`src/bfm_pkg.sv`:
```
// Constants and types shared by the bridge fault manager.
package bfm_pkg;

  // ----------------------------------------
  // Timing
  // ----------------------------------------
  localparam int CLK_MHZ       = 10;
  localparam int T_ISD_US      = 1;
  localparam int ISD_CYC       = T_ISD_US * CLK_MHZ;
  localparam int T_DOC_US      = 5;
  localparam int DOC_CYC       = T_DOC_US * CLK_MHZ;
  localparam int T_REC_US      = 7;
  localparam int REC_CYC       = T_REC_US * CLK_MHZ;
  localparam int T_RST_NS      = 300;
  localparam int RST_CYC       = (T_RST_NS * CLK_MHZ + 999) / 1000;
  localparam int T_LOAD_US     = 5;
  localparam int LOAD_CYC      = T_LOAD_US * CLK_MHZ;
  localparam int T_BLK_SLOW_NS = 1500;
  localparam int BLK_SLOW_CYC  = (T_BLK_SLOW_NS * CLK_MHZ + 999) / 1000;
  localparam int T_BLK_FAST_NS = 1000;
  localparam int BLK_FAST_CYC  = (T_BLK_FAST_NS * CLK_MHZ + 999) / 1000;
  localparam int T_DT_SLOW_NS  = 4500;
  localparam int DT_SLOW_CYC   = (T_DT_SLOW_NS * CLK_MHZ + 999) / 1000;
  localparam int T_DT_FAST_NS  = 2500;
  localparam int DT_FAST_CYC   = (T_DT_FAST_NS * CLK_MHZ + 999) / 1000;
  localparam int T_STBY_US     = 50;
  localparam int STBY_CYC      = T_STBY_US * CLK_MHZ;
  localparam int OTF_CYC       = 10;
  localparam int CNT_W         = 10;

  // ----------------------------------------
  // Registers
  // ----------------------------------------
  localparam int             ADDR_W      = 4;
  localparam logic [3:0]     ADDR_CTRL   = 4'h0;
  localparam logic [3:0]     ADDR_STAT   = 4'h4;
  localparam logic [7:0]     CTRL_RST    = 8'h00;
  localparam logic [11:0]    SENSE_RATIO = 12'h08ca;

  typedef struct packed {
    logic en;
    logic fast;
    logic sense_en;
    logic sel_a;
    logic pwm;
    logic in_b;
    logic in_a;
    logic rd_status;
  } bfm_ctrl_type;

  typedef struct packed {
    logic en;
    logic thermal_off_flag_b;
    logic thermal_off_flag_a;
    logic supply_low_flag;
    logic open_load_flag;
    logic oc_b;
    logic oc_a;
    logic rd_status;
  } bfm_stat_type;

  typedef struct packed {
    logic hs_on;
    logic ls_on;
  } bfm_sw_type;

  typedef struct packed {
    logic hs;
    logic ls;
  } bfm_oc_type;

  typedef enum logic [1:0] {
    SNS_OFF   = 2'h0,
    SNS_PROP  = 2'h1,
    SNS_FAULT = 2'h3
  } bfm_sense_type;

endpackage : bfm_pkg

```
`src/bfm_filt.sv`:
```
// Qualification counter: done once cond has held for N cycles.
`timescale 1ns/1ps
`default_nettype none
module bfm_filt #(
  parameter int N = 1
) (
  input  wire logic core_clk,
  input  wire logic rstn,
  input  wire logic cond,
  output logic      done
);

  localparam logic [bfm_pkg::CNT_W-1:0] LIM = bfm_pkg::CNT_W'(N);

  logic [bfm_pkg::CNT_W-1:0] cnt_r;

  // ----------------------------------------
  // Counter restarts whenever cond drops
  // ----------------------------------------
  always_ff @(posedge core_clk)
  begin
    if (!rstn)
      cnt_r <= '0;
    else if (!cond)
      cnt_r <= '0;
    else if (cnt_r != LIM)
      cnt_r <= cnt_r + 1'b1;
  end

  assign done = cond && (cnt_r == LIM);

endmodule : bfm_filt
`default_nettype wire

```
`src/bfm_hb.sv`:
```
// One half-bridge: dead time, overcurrent latch and release.
`timescale 1ns/1ps
`default_nettype none
module bfm_hb (
  input  wire logic        core_clk,
  input  wire logic        rstn,
  input  wire logic        cmd_hs,
  input  wire logic        cmd_ls,
  input  wire logic        in_x,
  input  wire logic        pwm,
  input  wire logic        fast,
  input  wire logic        force_off,
  input  var  bfm_pkg::bfm_oc_type oc,
  output bfm_pkg::bfm_sw_type sw,
  output logic             oc_flag,
  output logic             limiting
);

  localparam logic [bfm_pkg::CNT_W-1:0] DT_F = bfm_pkg::CNT_W'(bfm_pkg::DT_FAST_CYC);
  localparam logic [bfm_pkg::CNT_W-1:0] DT_S = bfm_pkg::CNT_W'(bfm_pkg::DT_SLOW_CYC);

  logic                      hs_on_r;
  logic                      ls_on_r;
  logic                      hs_nxt;
  logic                      ls_nxt;
  logic                      hs_lat_r;
  logic                      ls_lat_r;
  logic                      hs_arm_r;
  logic                      ls_arm_r;
  logic                      hs_trip;
  logic                      ls_trip;
  logic                      hs_low;
  logic                      ls_low;
  logic                      hs_rec;
  logic                      ls_rec;
  logic [bfm_pkg::CNT_W-1:0] dt_r;

  // ----------------------------------------
  // Overcurrent filters and release timing
  // ----------------------------------------
  bfm_filt #(.N(bfm_pkg::DOC_CYC)) u_doc_hs (.core_clk(core_clk), .rstn(rstn),
    .cond(oc.hs && hs_on_r), .done(hs_trip));
  bfm_filt #(.N(bfm_pkg::DOC_CYC)) u_doc_ls (.core_clk(core_clk), .rstn(rstn),
    .cond(oc.ls && ls_on_r), .done(ls_trip));
  bfm_filt #(.N(bfm_pkg::RST_CYC)) u_low_hs (.core_clk(core_clk), .rstn(rstn),
    .cond(!in_x), .done(hs_low));
  bfm_filt #(.N(bfm_pkg::RST_CYC)) u_low_ls (.core_clk(core_clk), .rstn(rstn),
    .cond(!pwm), .done(ls_low));
  bfm_filt #(.N(bfm_pkg::REC_CYC)) u_rec_hs (.core_clk(core_clk), .rstn(rstn),
    .cond(hs_lat_r && hs_arm_r && cmd_hs), .done(hs_rec));
  bfm_filt #(.N(bfm_pkg::REC_CYC)) u_rec_ls (.core_clk(core_clk), .rstn(rstn),
    .cond(ls_lat_r && ls_arm_r && cmd_ls), .done(ls_rec));

  assign limiting = oc.hs || oc.ls;

  // ----------------------------------------
  // Latches: a new trip wins over release
  // ----------------------------------------
  always_ff @(posedge core_clk)
  begin
    if (!rstn)
    begin
      hs_lat_r <= 1'b0;
      ls_lat_r <= 1'b0;
      hs_arm_r <= 1'b0;
      ls_arm_r <= 1'b0;
    end
    else
    begin
      hs_lat_r <= hs_trip || (hs_lat_r && !hs_rec);
      ls_lat_r <= ls_trip || (ls_lat_r && !ls_rec);
      hs_arm_r <= hs_lat_r && !hs_rec && (hs_arm_r || hs_low);
      ls_arm_r <= ls_lat_r && !ls_rec && (ls_arm_r || ls_low);
    end
  end

  assign oc_flag = hs_lat_r || ls_lat_r;

  // ----------------------------------------
  // Gate drive with dead time
  // ----------------------------------------
  always_comb
  begin
    hs_nxt = hs_on_r;
    ls_nxt = ls_on_r;
    if (!cmd_hs || hs_lat_r || force_off)
      hs_nxt = 1'b0;
    else if (dt_r == '0 && !ls_on_r)
      hs_nxt = 1'b1;
    if (!cmd_ls || ls_lat_r || force_off || cmd_hs)
      ls_nxt = 1'b0;
    else if (dt_r == '0 && !hs_on_r)
      ls_nxt = 1'b1;
  end

  always_ff @(posedge core_clk)
  begin
    if (!rstn)
    begin
      hs_on_r <= 1'b0;
      ls_on_r <= 1'b0;
      dt_r    <= '0;
    end
    else
    begin
      hs_on_r <= hs_nxt;
      ls_on_r <= ls_nxt;
      if ((hs_on_r && !hs_nxt) || (ls_on_r && !ls_nxt))
        dt_r <= fast ? DT_F : DT_S;
      else if (dt_r != '0)
        dt_r <= dt_r - 1'b1;
    end
  end

  assign sw.hs_on = hs_on_r;
  assign sw.ls_on = ls_on_r;

  // ----------------------------------------
  // Checks
  // ----------------------------------------
  a_no_cross: assert property (@(posedge core_clk) disable iff (!rstn)
    !(hs_on_r && ls_on_r)) else $error("both switches of a half-bridge on");
  a_dead_gap: assert property (@(posedge core_clk) disable iff (!rstn)
    $rose(ls_on_r) |-> $past(dt_r) == '0 && !$past(hs_on_r))
    else $error("low side on without dead time");
  a_latch_off: assert property (@(posedge core_clk) disable iff (!rstn)
    hs_lat_r |=> !hs_on_r) else $error("latched high side still on");
  a_release_cmd: assert property (@(posedge core_clk) disable iff (!rstn)
    $fell(hs_lat_r) |-> $past(cmd_hs) && $past(hs_arm_r))
    else $error("latch released without command");

endmodule : bfm_hb
`default_nettype wire

```
`src/bfm_top.sv`:
```
// Fault manager of a full-bridge driver with Avalon-MM registers.
//
// Design decisions made here: the address map and the Avalon-MM slave port.
`timescale 1ns/1ps
`default_nettype none
module bfm_top (
  input  wire logic        core_clk,
  input  wire logic        rstn,
  input  wire logic [3:0]  avs_address,
  input  wire logic        avs_read,
  input  wire logic        avs_write,
  input  wire logic [31:0] avs_writedata,
  output logic [31:0]      avs_readdata,
  output logic             avs_waitrequest,
  input  wire logic        supply_low_det,
  input  wire logic        supply_ok_det,
  input  wire logic [1:0]  over_temp_det,
  input  wire logic [1:0]  temp_ok_det,
  input  wire logic        load_fault_det,
  input  var  bfm_pkg::bfm_oc_type oc_a_det,
  input  var  bfm_pkg::bfm_oc_type oc_b_det,
  output bfm_pkg::bfm_sw_type output_a,
  output bfm_pkg::bfm_sw_type output_b,
  output logic [1:0]       current_limit,
  output logic             charge_pump_on,
  output bfm_pkg::bfm_sense_type sense_current_output,
  output logic             sense_sel_a,
  output logic [11:0]      sense_ratio,
  output logic             summary_fault_flag,
  output logic             standby
);

  localparam int A_STBY = bfm_pkg::STBY_CYC;
  localparam int A_LOAD = bfm_pkg::LOAD_CYC;
  localparam logic [bfm_pkg::CNT_W-1:0] BLK_F = bfm_pkg::CNT_W'(bfm_pkg::BLK_FAST_CYC);
  localparam logic [bfm_pkg::CNT_W-1:0] BLK_S = bfm_pkg::CNT_W'(bfm_pkg::BLK_SLOW_CYC);

  bfm_pkg::bfm_ctrl_type     ctrl_r;
  bfm_pkg::bfm_stat_type     stat;
  bfm_pkg::bfm_sense_type    sns_r;
  bfm_pkg::bfm_sense_type    sns_nxt;
  bfm_pkg::bfm_sw_type       sw_a;
  bfm_pkg::bfm_sw_type       sw_b;
  bfm_pkg::bfm_sw_type       sw_a_d_r;
  bfm_pkg::bfm_sw_type       sw_b_d_r;
  logic                      ack_r;
  logic [31:0]               rdata_r;
  logic                      supply_low_flag_r;
  logic [1:0]                thermal_off_flag_r;
  logic [1:0]                hot_done;
  logic                      open_load_flag_r;
  logic                      load_cond;
  logic                      load_done;
  logic                      sns_ready;
  logic [1:0]                oc_flag;
  logic [bfm_pkg::CNT_W-1:0] blk_r;
  logic                      fault_sum_r;
  logic                      stby_r;
  logic                      cmd_hs_a;
  logic                      cmd_ls_a;
  logic                      cmd_hs_b;
  logic                      cmd_ls_b;
  logic                      any_fault;

  // ----------------------------------------
  // Avalon-MM slave, one wait cycle per access
  // ----------------------------------------
  assign avs_waitrequest = (avs_read || avs_write) && !ack_r;
  assign avs_readdata    = rdata_r;

  always_ff @(posedge core_clk)
  begin
    if (!rstn)
    begin
      ack_r   <= 1'b0;
      rdata_r <= '0;
      ctrl_r  <= bfm_pkg::CTRL_RST;
    end
    else
    begin
      ack_r <= (avs_read || avs_write) && !ack_r;
      if (avs_read && !ack_r)
      begin
        unique case (avs_address)
          bfm_pkg::ADDR_CTRL: rdata_r <= {24'h00_0000, ctrl_r};
          bfm_pkg::ADDR_STAT: rdata_r <= {23'h00_0000, fault_sum_r, stat};
          default:            rdata_r <= '0;
        endcase
      end
      if (avs_write && ack_r && avs_address == bfm_pkg::ADDR_CTRL)
        ctrl_r <= avs_writedata[7:0];
    end
  end

  assign stat = '{en: ctrl_r.en, thermal_off_flag_b: thermal_off_flag_r[1],
                  thermal_off_flag_a: thermal_off_flag_r[0],
                  supply_low_flag: supply_low_flag_r, open_load_flag: open_load_flag_r,
                  oc_b: oc_flag[1], oc_a: oc_flag[0], rd_status: ctrl_r.rd_status};

  // ----------------------------------------
  // Supply and thermal flags, set wins
  // ----------------------------------------
  always_ff @(posedge core_clk)
  begin
    if (!rstn)
    begin
      supply_low_flag_r  <= 1'b0;
      thermal_off_flag_r <= '0;
    end
    else
    begin
      supply_low_flag_r <= supply_low_det || (supply_low_flag_r && !supply_ok_det);
      for (int i = 0; i < 2; i++)
        thermal_off_flag_r[i] <= hot_done[i] ||
                                 (thermal_off_flag_r[i] && !temp_ok_det[i]);
    end
  end

  for (genvar g = 0; g < 2; g++)
  begin : g_hot
    bfm_filt #(.N(bfm_pkg::OTF_CYC)) u_otf (.core_clk(core_clk), .rstn(rstn),
      .cond(over_temp_det[g]), .done(hot_done[g]));
  end

  bfm_filt #(.N(bfm_pkg::ISD_CYC)) u_isd (.core_clk(core_clk), .rstn(rstn),
    .cond(!supply_low_flag_r), .done(sns_ready));

  // ----------------------------------------
  // Open load and short to ground
  // ----------------------------------------
  always_comb
  begin
    load_cond = 1'b0;
    if (load_fault_det && !ctrl_r.pwm)
    begin
      unique case ({ctrl_r.in_a, ctrl_r.in_b, ctrl_r.sel_a})
        3'h4, 3'h3, 3'h1: load_cond = 1'b1;
        default:          load_cond = 1'b0;
      endcase
    end
  end

  bfm_filt #(.N(bfm_pkg::LOAD_CYC)) u_load (.core_clk(core_clk), .rstn(rstn),
    .cond(load_cond), .done(load_done));

  always_ff @(posedge core_clk)
  begin
    if (!rstn)
      open_load_flag_r <= 1'b0;
    else
      open_load_flag_r <= load_done;
  end

  // ----------------------------------------
  // Half-bridges
  // ----------------------------------------
  assign cmd_hs_a = ctrl_r.en && ctrl_r.pwm && ctrl_r.in_a;
  assign cmd_ls_a = ctrl_r.en && ctrl_r.pwm && !ctrl_r.in_a;
  assign cmd_hs_b = ctrl_r.en && ctrl_r.pwm && ctrl_r.in_b;
  assign cmd_ls_b = ctrl_r.en && ctrl_r.pwm && !ctrl_r.in_b;

  bfm_hb u_hb_a (
    .core_clk  (core_clk),
    .rstn      (rstn),
    .cmd_hs    (cmd_hs_a),
    .cmd_ls    (cmd_ls_a),
    .in_x      (ctrl_r.in_a),
    .pwm       (ctrl_r.pwm),
    .fast      (ctrl_r.fast),
    .force_off (supply_low_flag_r || thermal_off_flag_r[0]),
    .oc        (oc_a_det),
    .sw        (sw_a),
    .oc_flag   (oc_flag[0]),
    .limiting  (current_limit[0])
  );

  bfm_hb u_hb_b (
    .core_clk  (core_clk),
    .rstn      (rstn),
    .cmd_hs    (cmd_hs_b),
    .cmd_ls    (cmd_ls_b),
    .in_x      (ctrl_r.in_b),
    .pwm       (ctrl_r.pwm),
    .fast      (ctrl_r.fast),
    .force_off (supply_low_flag_r || thermal_off_flag_r[1]),
    .oc        (oc_b_det),
    .sw        (sw_b),
    .oc_flag   (oc_flag[1]),
    .limiting  (current_limit[1])
  );

  assign output_a = sw_a;
  assign output_b = sw_b;

  // ----------------------------------------
  // Sense output state and blanking
  // ----------------------------------------
  assign any_fault = |thermal_off_flag_r || |oc_flag || open_load_flag_r;

  always_ff @(posedge core_clk)
  begin
    if (!rstn)
    begin
      sw_a_d_r <= '0;
      sw_b_d_r <= '0;
      blk_r    <= '0;
    end
    else
    begin
      sw_a_d_r <= sw_a;
      sw_b_d_r <= sw_b;
      if (sw_a != sw_a_d_r || sw_b != sw_b_d_r)
        blk_r <= ctrl_r.fast ? BLK_F : BLK_S;
      else if (blk_r != '0)
        blk_r <= blk_r - 1'b1;
    end
  end

  always_comb
  begin
    if (!ctrl_r.en || supply_low_flag_r || !sns_ready)
      sns_nxt = bfm_pkg::SNS_OFF;
    else if (any_fault)
      sns_nxt = bfm_pkg::SNS_FAULT;
    else if (ctrl_r.sense_en && blk_r == '0)
      sns_nxt = bfm_pkg::SNS_PROP;
    else
      sns_nxt = bfm_pkg::SNS_OFF;
  end

  always_ff @(posedge core_clk)
  begin
    if (!rstn)
    begin
      sns_r       <= bfm_pkg::SNS_OFF;
      sense_sel_a <= 1'b0;
      fault_sum_r <= 1'b0;
      stby_r      <= 1'b1;
    end
    else
    begin
      sns_r       <= sns_nxt;
      sense_sel_a <= ctrl_r.sel_a;
      fault_sum_r <= |thermal_off_flag_r || supply_low_flag_r ||
                     open_load_flag_r || |oc_flag;
      stby_r      <= !ctrl_r.en;
    end
  end

  assign sense_current_output = sns_r;
  assign sense_ratio          = bfm_pkg::SENSE_RATIO;
  assign summary_fault_flag   = fault_sum_r;
  assign standby              = stby_r;
  assign charge_pump_on       = !stby_r;

  // ----------------------------------------
  // Checks
  // ----------------------------------------
  a_supply_off: assert property (@(posedge core_clk) disable iff (!rstn)
    supply_low_flag_r |=> !output_a.hs_on && !output_a.ls_on &&
                          !output_b.hs_on && !output_b.ls_on)
    else $error("switch on during undervoltage");
  a_supply_quiet: assert property (@(posedge core_clk) disable iff (!rstn)
    supply_low_flag_r |=> sense_current_output == bfm_pkg::SNS_OFF)
    else $error("sense active during undervoltage");
  a_sense_recov: assert property (@(posedge core_clk) disable iff (!rstn)
    $fell(supply_low_flag_r) |-> (sense_current_output == bfm_pkg::SNS_OFF)[*8])
    else $error("sense back before recovery time");
  a_summary_or: assert property (@(posedge core_clk) disable iff (!rstn)
    summary_fault_flag == $past(any_fault || supply_low_flag_r))
    else $error("summary flag does not match fault flags");
  a_load_filter: assert property (@(posedge core_clk) disable iff (!rstn)
    $rose(open_load_flag_r) |-> $past(load_cond, A_LOAD))
    else $error("open load flagged before filter time");
  a_blank_quiet: assert property (@(posedge core_clk) disable iff (!rstn)
    blk_r != '0 |=> sense_current_output != bfm_pkg::SNS_PROP)
    else $error("proportional sense during blanking");
  a_hot_off_b: assert property (@(posedge core_clk) disable iff (!rstn)
    thermal_off_flag_r[1] |=> !output_b.hs_on && !output_b.ls_on)
    else $error("overheated half-bridge still on");
  a_stby_time: assert property (@(posedge core_clk) disable iff (!rstn)
    $fell(ctrl_r.en) |-> ##[1:A_STBY] standby)
    else $error("standby not reached in time");

endmodule : bfm_top
`default_nettype wire

```
`config.mk`:
```
export PLATFORM = sky130hd
export DESIGN_NAME = bfm_top
export DESIGN_NICKNAME = d
export VERILOG_FILES = /design/src/bfm_pkg.sv /design/src/bfm_filt.sv /design/src/bfm_hb.sv /design/src/bfm_top.sv
export SDC_FILE = /design/constraint.sdc
export NUM_CORES = 1
export LEC_CHECK = 0
export BUFFER_PORTS_ARGS = -buffer_cell sky130_fd_sc_hd__buf_2
export CAP_MARGIN = 20
export CORE_UTILIZATION = 64
export CTS_CLUSTER_SIZE = 25
export DETAILED_ROUTE_END_ITERATION = 6
export PLACE_DENSITY = 0.85
export SLEW_MARGIN = 20
export SYNTH_ARGS = -nofsm -noshare
export SYNTH_HDL_FRONTEND = slang
export SYNTH_SLANG_ARGS = --single-unit
```
`constraint.sdc`:
```
create_clock -name core_clk -period 4.8 [get_ports core_clk]
set_input_delay 1.44 -clock core_clk [delete_from_list [all_inputs] [get_ports core_clk]]
set_output_delay 1.44 -clock core_clk [all_outputs]
set_load 0.02 [all_outputs]
```
==> key figures <==
Status
  – Status: finished with violations
  – Failing checks: design-rule violations

Die
  – Core ar.: 0.0166 mm2
  – Starting density of the core: 0.657
  – Die X: 132 um
  – Rows: 47
  – Die footprint: ~0.018 mm2
  – I/O pin cnt: 108
  – Die height: 132 um

Finish
  – Max reg flops: 20
  – Commonest non-fill, non-tap cell in the layout: dfxtp_1
  – ANT cells: 0
  – Fin nets: 1343
  – Fill count: 1245
  – Most frequent cells in the layout: dfxtp_1, nor2_1, xor2_1
  – Final non-filler cell total: 1493
  – Share of layout cells above drive strength 1: 0.0809
  – Area grow syn2layout: 9.83%
  – Reg with most FFs: g_hot.u_otf.cnt_r

Placed design
  – IO buf count: 48
  – Placed Instances: about 1.5k
  – Final HPWL DP: 14300 um
  – Dpl ws: about 1400 ps
  – RePlAce Congestion: slightly above 0.8

Timing
  – Fin crit period: 3430 ps
  – Final WS setup: 1370 ps
  – Fmax: ~0.3 GHz
  – Slew @ Worst Pin: between 700 and 800 ps
  – Hold Fails Final Rpt: 0
  – Period utilisation layout: 0.715
  – RSZ-0062 raised after global routing: false
  – Setup_tns: 0 ps
  – Max_slew headroom: 0.466
  – Final Skew: approximately 5.4 ps
  – Max-slew violation count: 0
  – Setup violations, final: 0

Clock tree
  – CTS Buf Count: 24
  – CTS Buffer Depth: 3
  – CTS H-tree depth: 1
  – Setup bufs post-CTS: 0
  – TritonCTS clock tree: yes
  – Clk_lat worst skew: 510 ps
  – Clock Sinks: 233
  – CTS Root Buffer Type: clkbuf_16
  – # hold bufs at CTS: 0
  – Reg clk slew, reported paths: about 60 ps
  – Cts repair resizes: 0

Critical path
  – R2r startpoint: blk_r[0]
  – Reg2Reg Depth: 6
  – Most frequent CP cell: buf_2
  – R2r setup slk: 2570 ps
  – Critical path peak fanout: 3
  – WS Path Type: in -> out
  – CP Capture Type: primary output
  – CP arrival: 1990 ps
  – Crit path required time: roughly 3400 ps
  – CP Cell Sequence: buf_2 > or2_2 > buf_2
  – Worst path max stage delay: 280 ps
  – Slowest CP cell: or2_2
  – Setup crit start: oc_a_det[0]
  – RR Endpoint: blk_r[1]
  – Startpoint Class: input port

Logic synthesis
  – Synth cell types: 62
  – Asr flop ratio synth: 0
  – Ys Warns: 0
  – Register area share after synthesis: 0.428
  – FF+latch count, synth: between 200 and 250
  – Post-synth top flop: dfxtp_1
  – Cell Area, Synth: approximately 0.011 mm2
  – Synth Instances: 1216
  – Syn avg cell area: 8.96 um2
  – Post-synth EDFFs: 0

Hold path
  – HP Start: avs_readdata[7]
  – Hold Path Sink: avs_readdata[7]
  – Hold Path Depth: 2
  – Worst min path class: reg -> reg

Drt
  – DRC errors left: 2
  – Vias/cell: 5.77
  – DRT Pass-1 Iters: 7
  – Final ANT Viol Nets: 0
  – DRT iter0 DRCs: 547
  – Vias: 8613
  – Drt wl/cell: 14.5 um
  – DRT Wirelength: 21700 um

Global route
  – Antenna violations before repair: 0
  – Gr usage total: 0.252
  – First-pass GRT wire length: 37400 um
  – Number of global-route vias before repair: approximately 8.1k
  – Total gr overflow: 0
  – Pin count of the biggest net entering global routing: 34

Power and ir drop
  – Power density over the cells: 412 mW/mm2
  – LEAKAGE: 4.56 nW
  – Worst VDD drop: 0.291 mV

Run
  – Max Cap Viol: 0
per-layer routing:
layer,global-route usage,part of all wire,up-vias
li1,-,-,4297
met1,0.328,0.45,4041
met2,0.428,0.48,228
met3,0.0368,0.048,47
met4,0.0849,0.024,0
met5,0,0,-
logic make-up after synthesis:
| group | Yosys count | synth area share |
|---|---|---|
| and+or+nand+nor | 572 | 0.281 |
| DFF | 233 | 0.428 |
| xor gates and xnor gates | 140 | 0.113 |
| AOI/OAI and AO/OA | 123 | 0.0754 |
| buffers and inverters | 95 | 0.0478 |
| adders and majority gates | 34 | 0.0391 |
| muxes | 17 | 0.0157 |
| other | 2 | 0.000689 |
metrics by stage:
step,hold slack [ps],instance area [um2],utilization,power (mW)
floorplan,430,11000,-,2.89
global placement,438,11100,0.671,2.96
detailed placement,447,11100,0.671,3.00
CTS,456,12000,0.721,4.96
global route,480,12000,0.721,5.16
finish,455,12000,0.721,4.93
worst max path at each step:
stage / end / slack (ps) / depth (start not counted)
final: current_limit[0] / 1370 / 3
after global routing: current_limit[0] / 1340 / 3
after CTS: current_limit[0] / 1370 / 3
after detailed placement: current_limit[0] / 1370 / 3
after global placement: current_limit[0] / 1370 / 3
after floorplan: current_limit[0] / 1500 / 2
power breakdown:
part / switching, mW / internal, mW
logic: 0.448 / 0.354
registers: 0.126 / 2.05
clock network: 0.744 / 1.20
total: 1.32 / 3.61
cell type report:
type	count	area, um2	share of cell area
multi-input combinational	921	5830	0.487
sequential	233	4660	0.390
clock buffer	36	727	0.0608
tap	220	275	0.0230
timing repair buffer	50	255	0.0213
clock inverter	5	105	0.00878
inverter	28	105	0.00878
synth_stat cells, types with 28 or more instances:
cell,count,share of area
nor2_1,197,0.068
and3_1,28,0.016
a21oi_1,45,0.021
nand3_1,67,0.031
nor3_1,34,0.016
inv_1,28,0.0096
nand4_1,52,0.030
nand2b_1,29,0.017
buf_4,41,0.028
xnor2_1,40,0.032
xor2_1,100,0.080
dfxtp_1,233,0.43
nand2_1,42,0.014
ha_1,34,0.039
critical path: cells and delay by family:
| family | cells | cell delay (ps) |
|---|---|---|
| buffers and inverters | 2 | 270 |
| and+or+nand+nor | 1 | 280 |
Power figures use the tool's default switching activity.
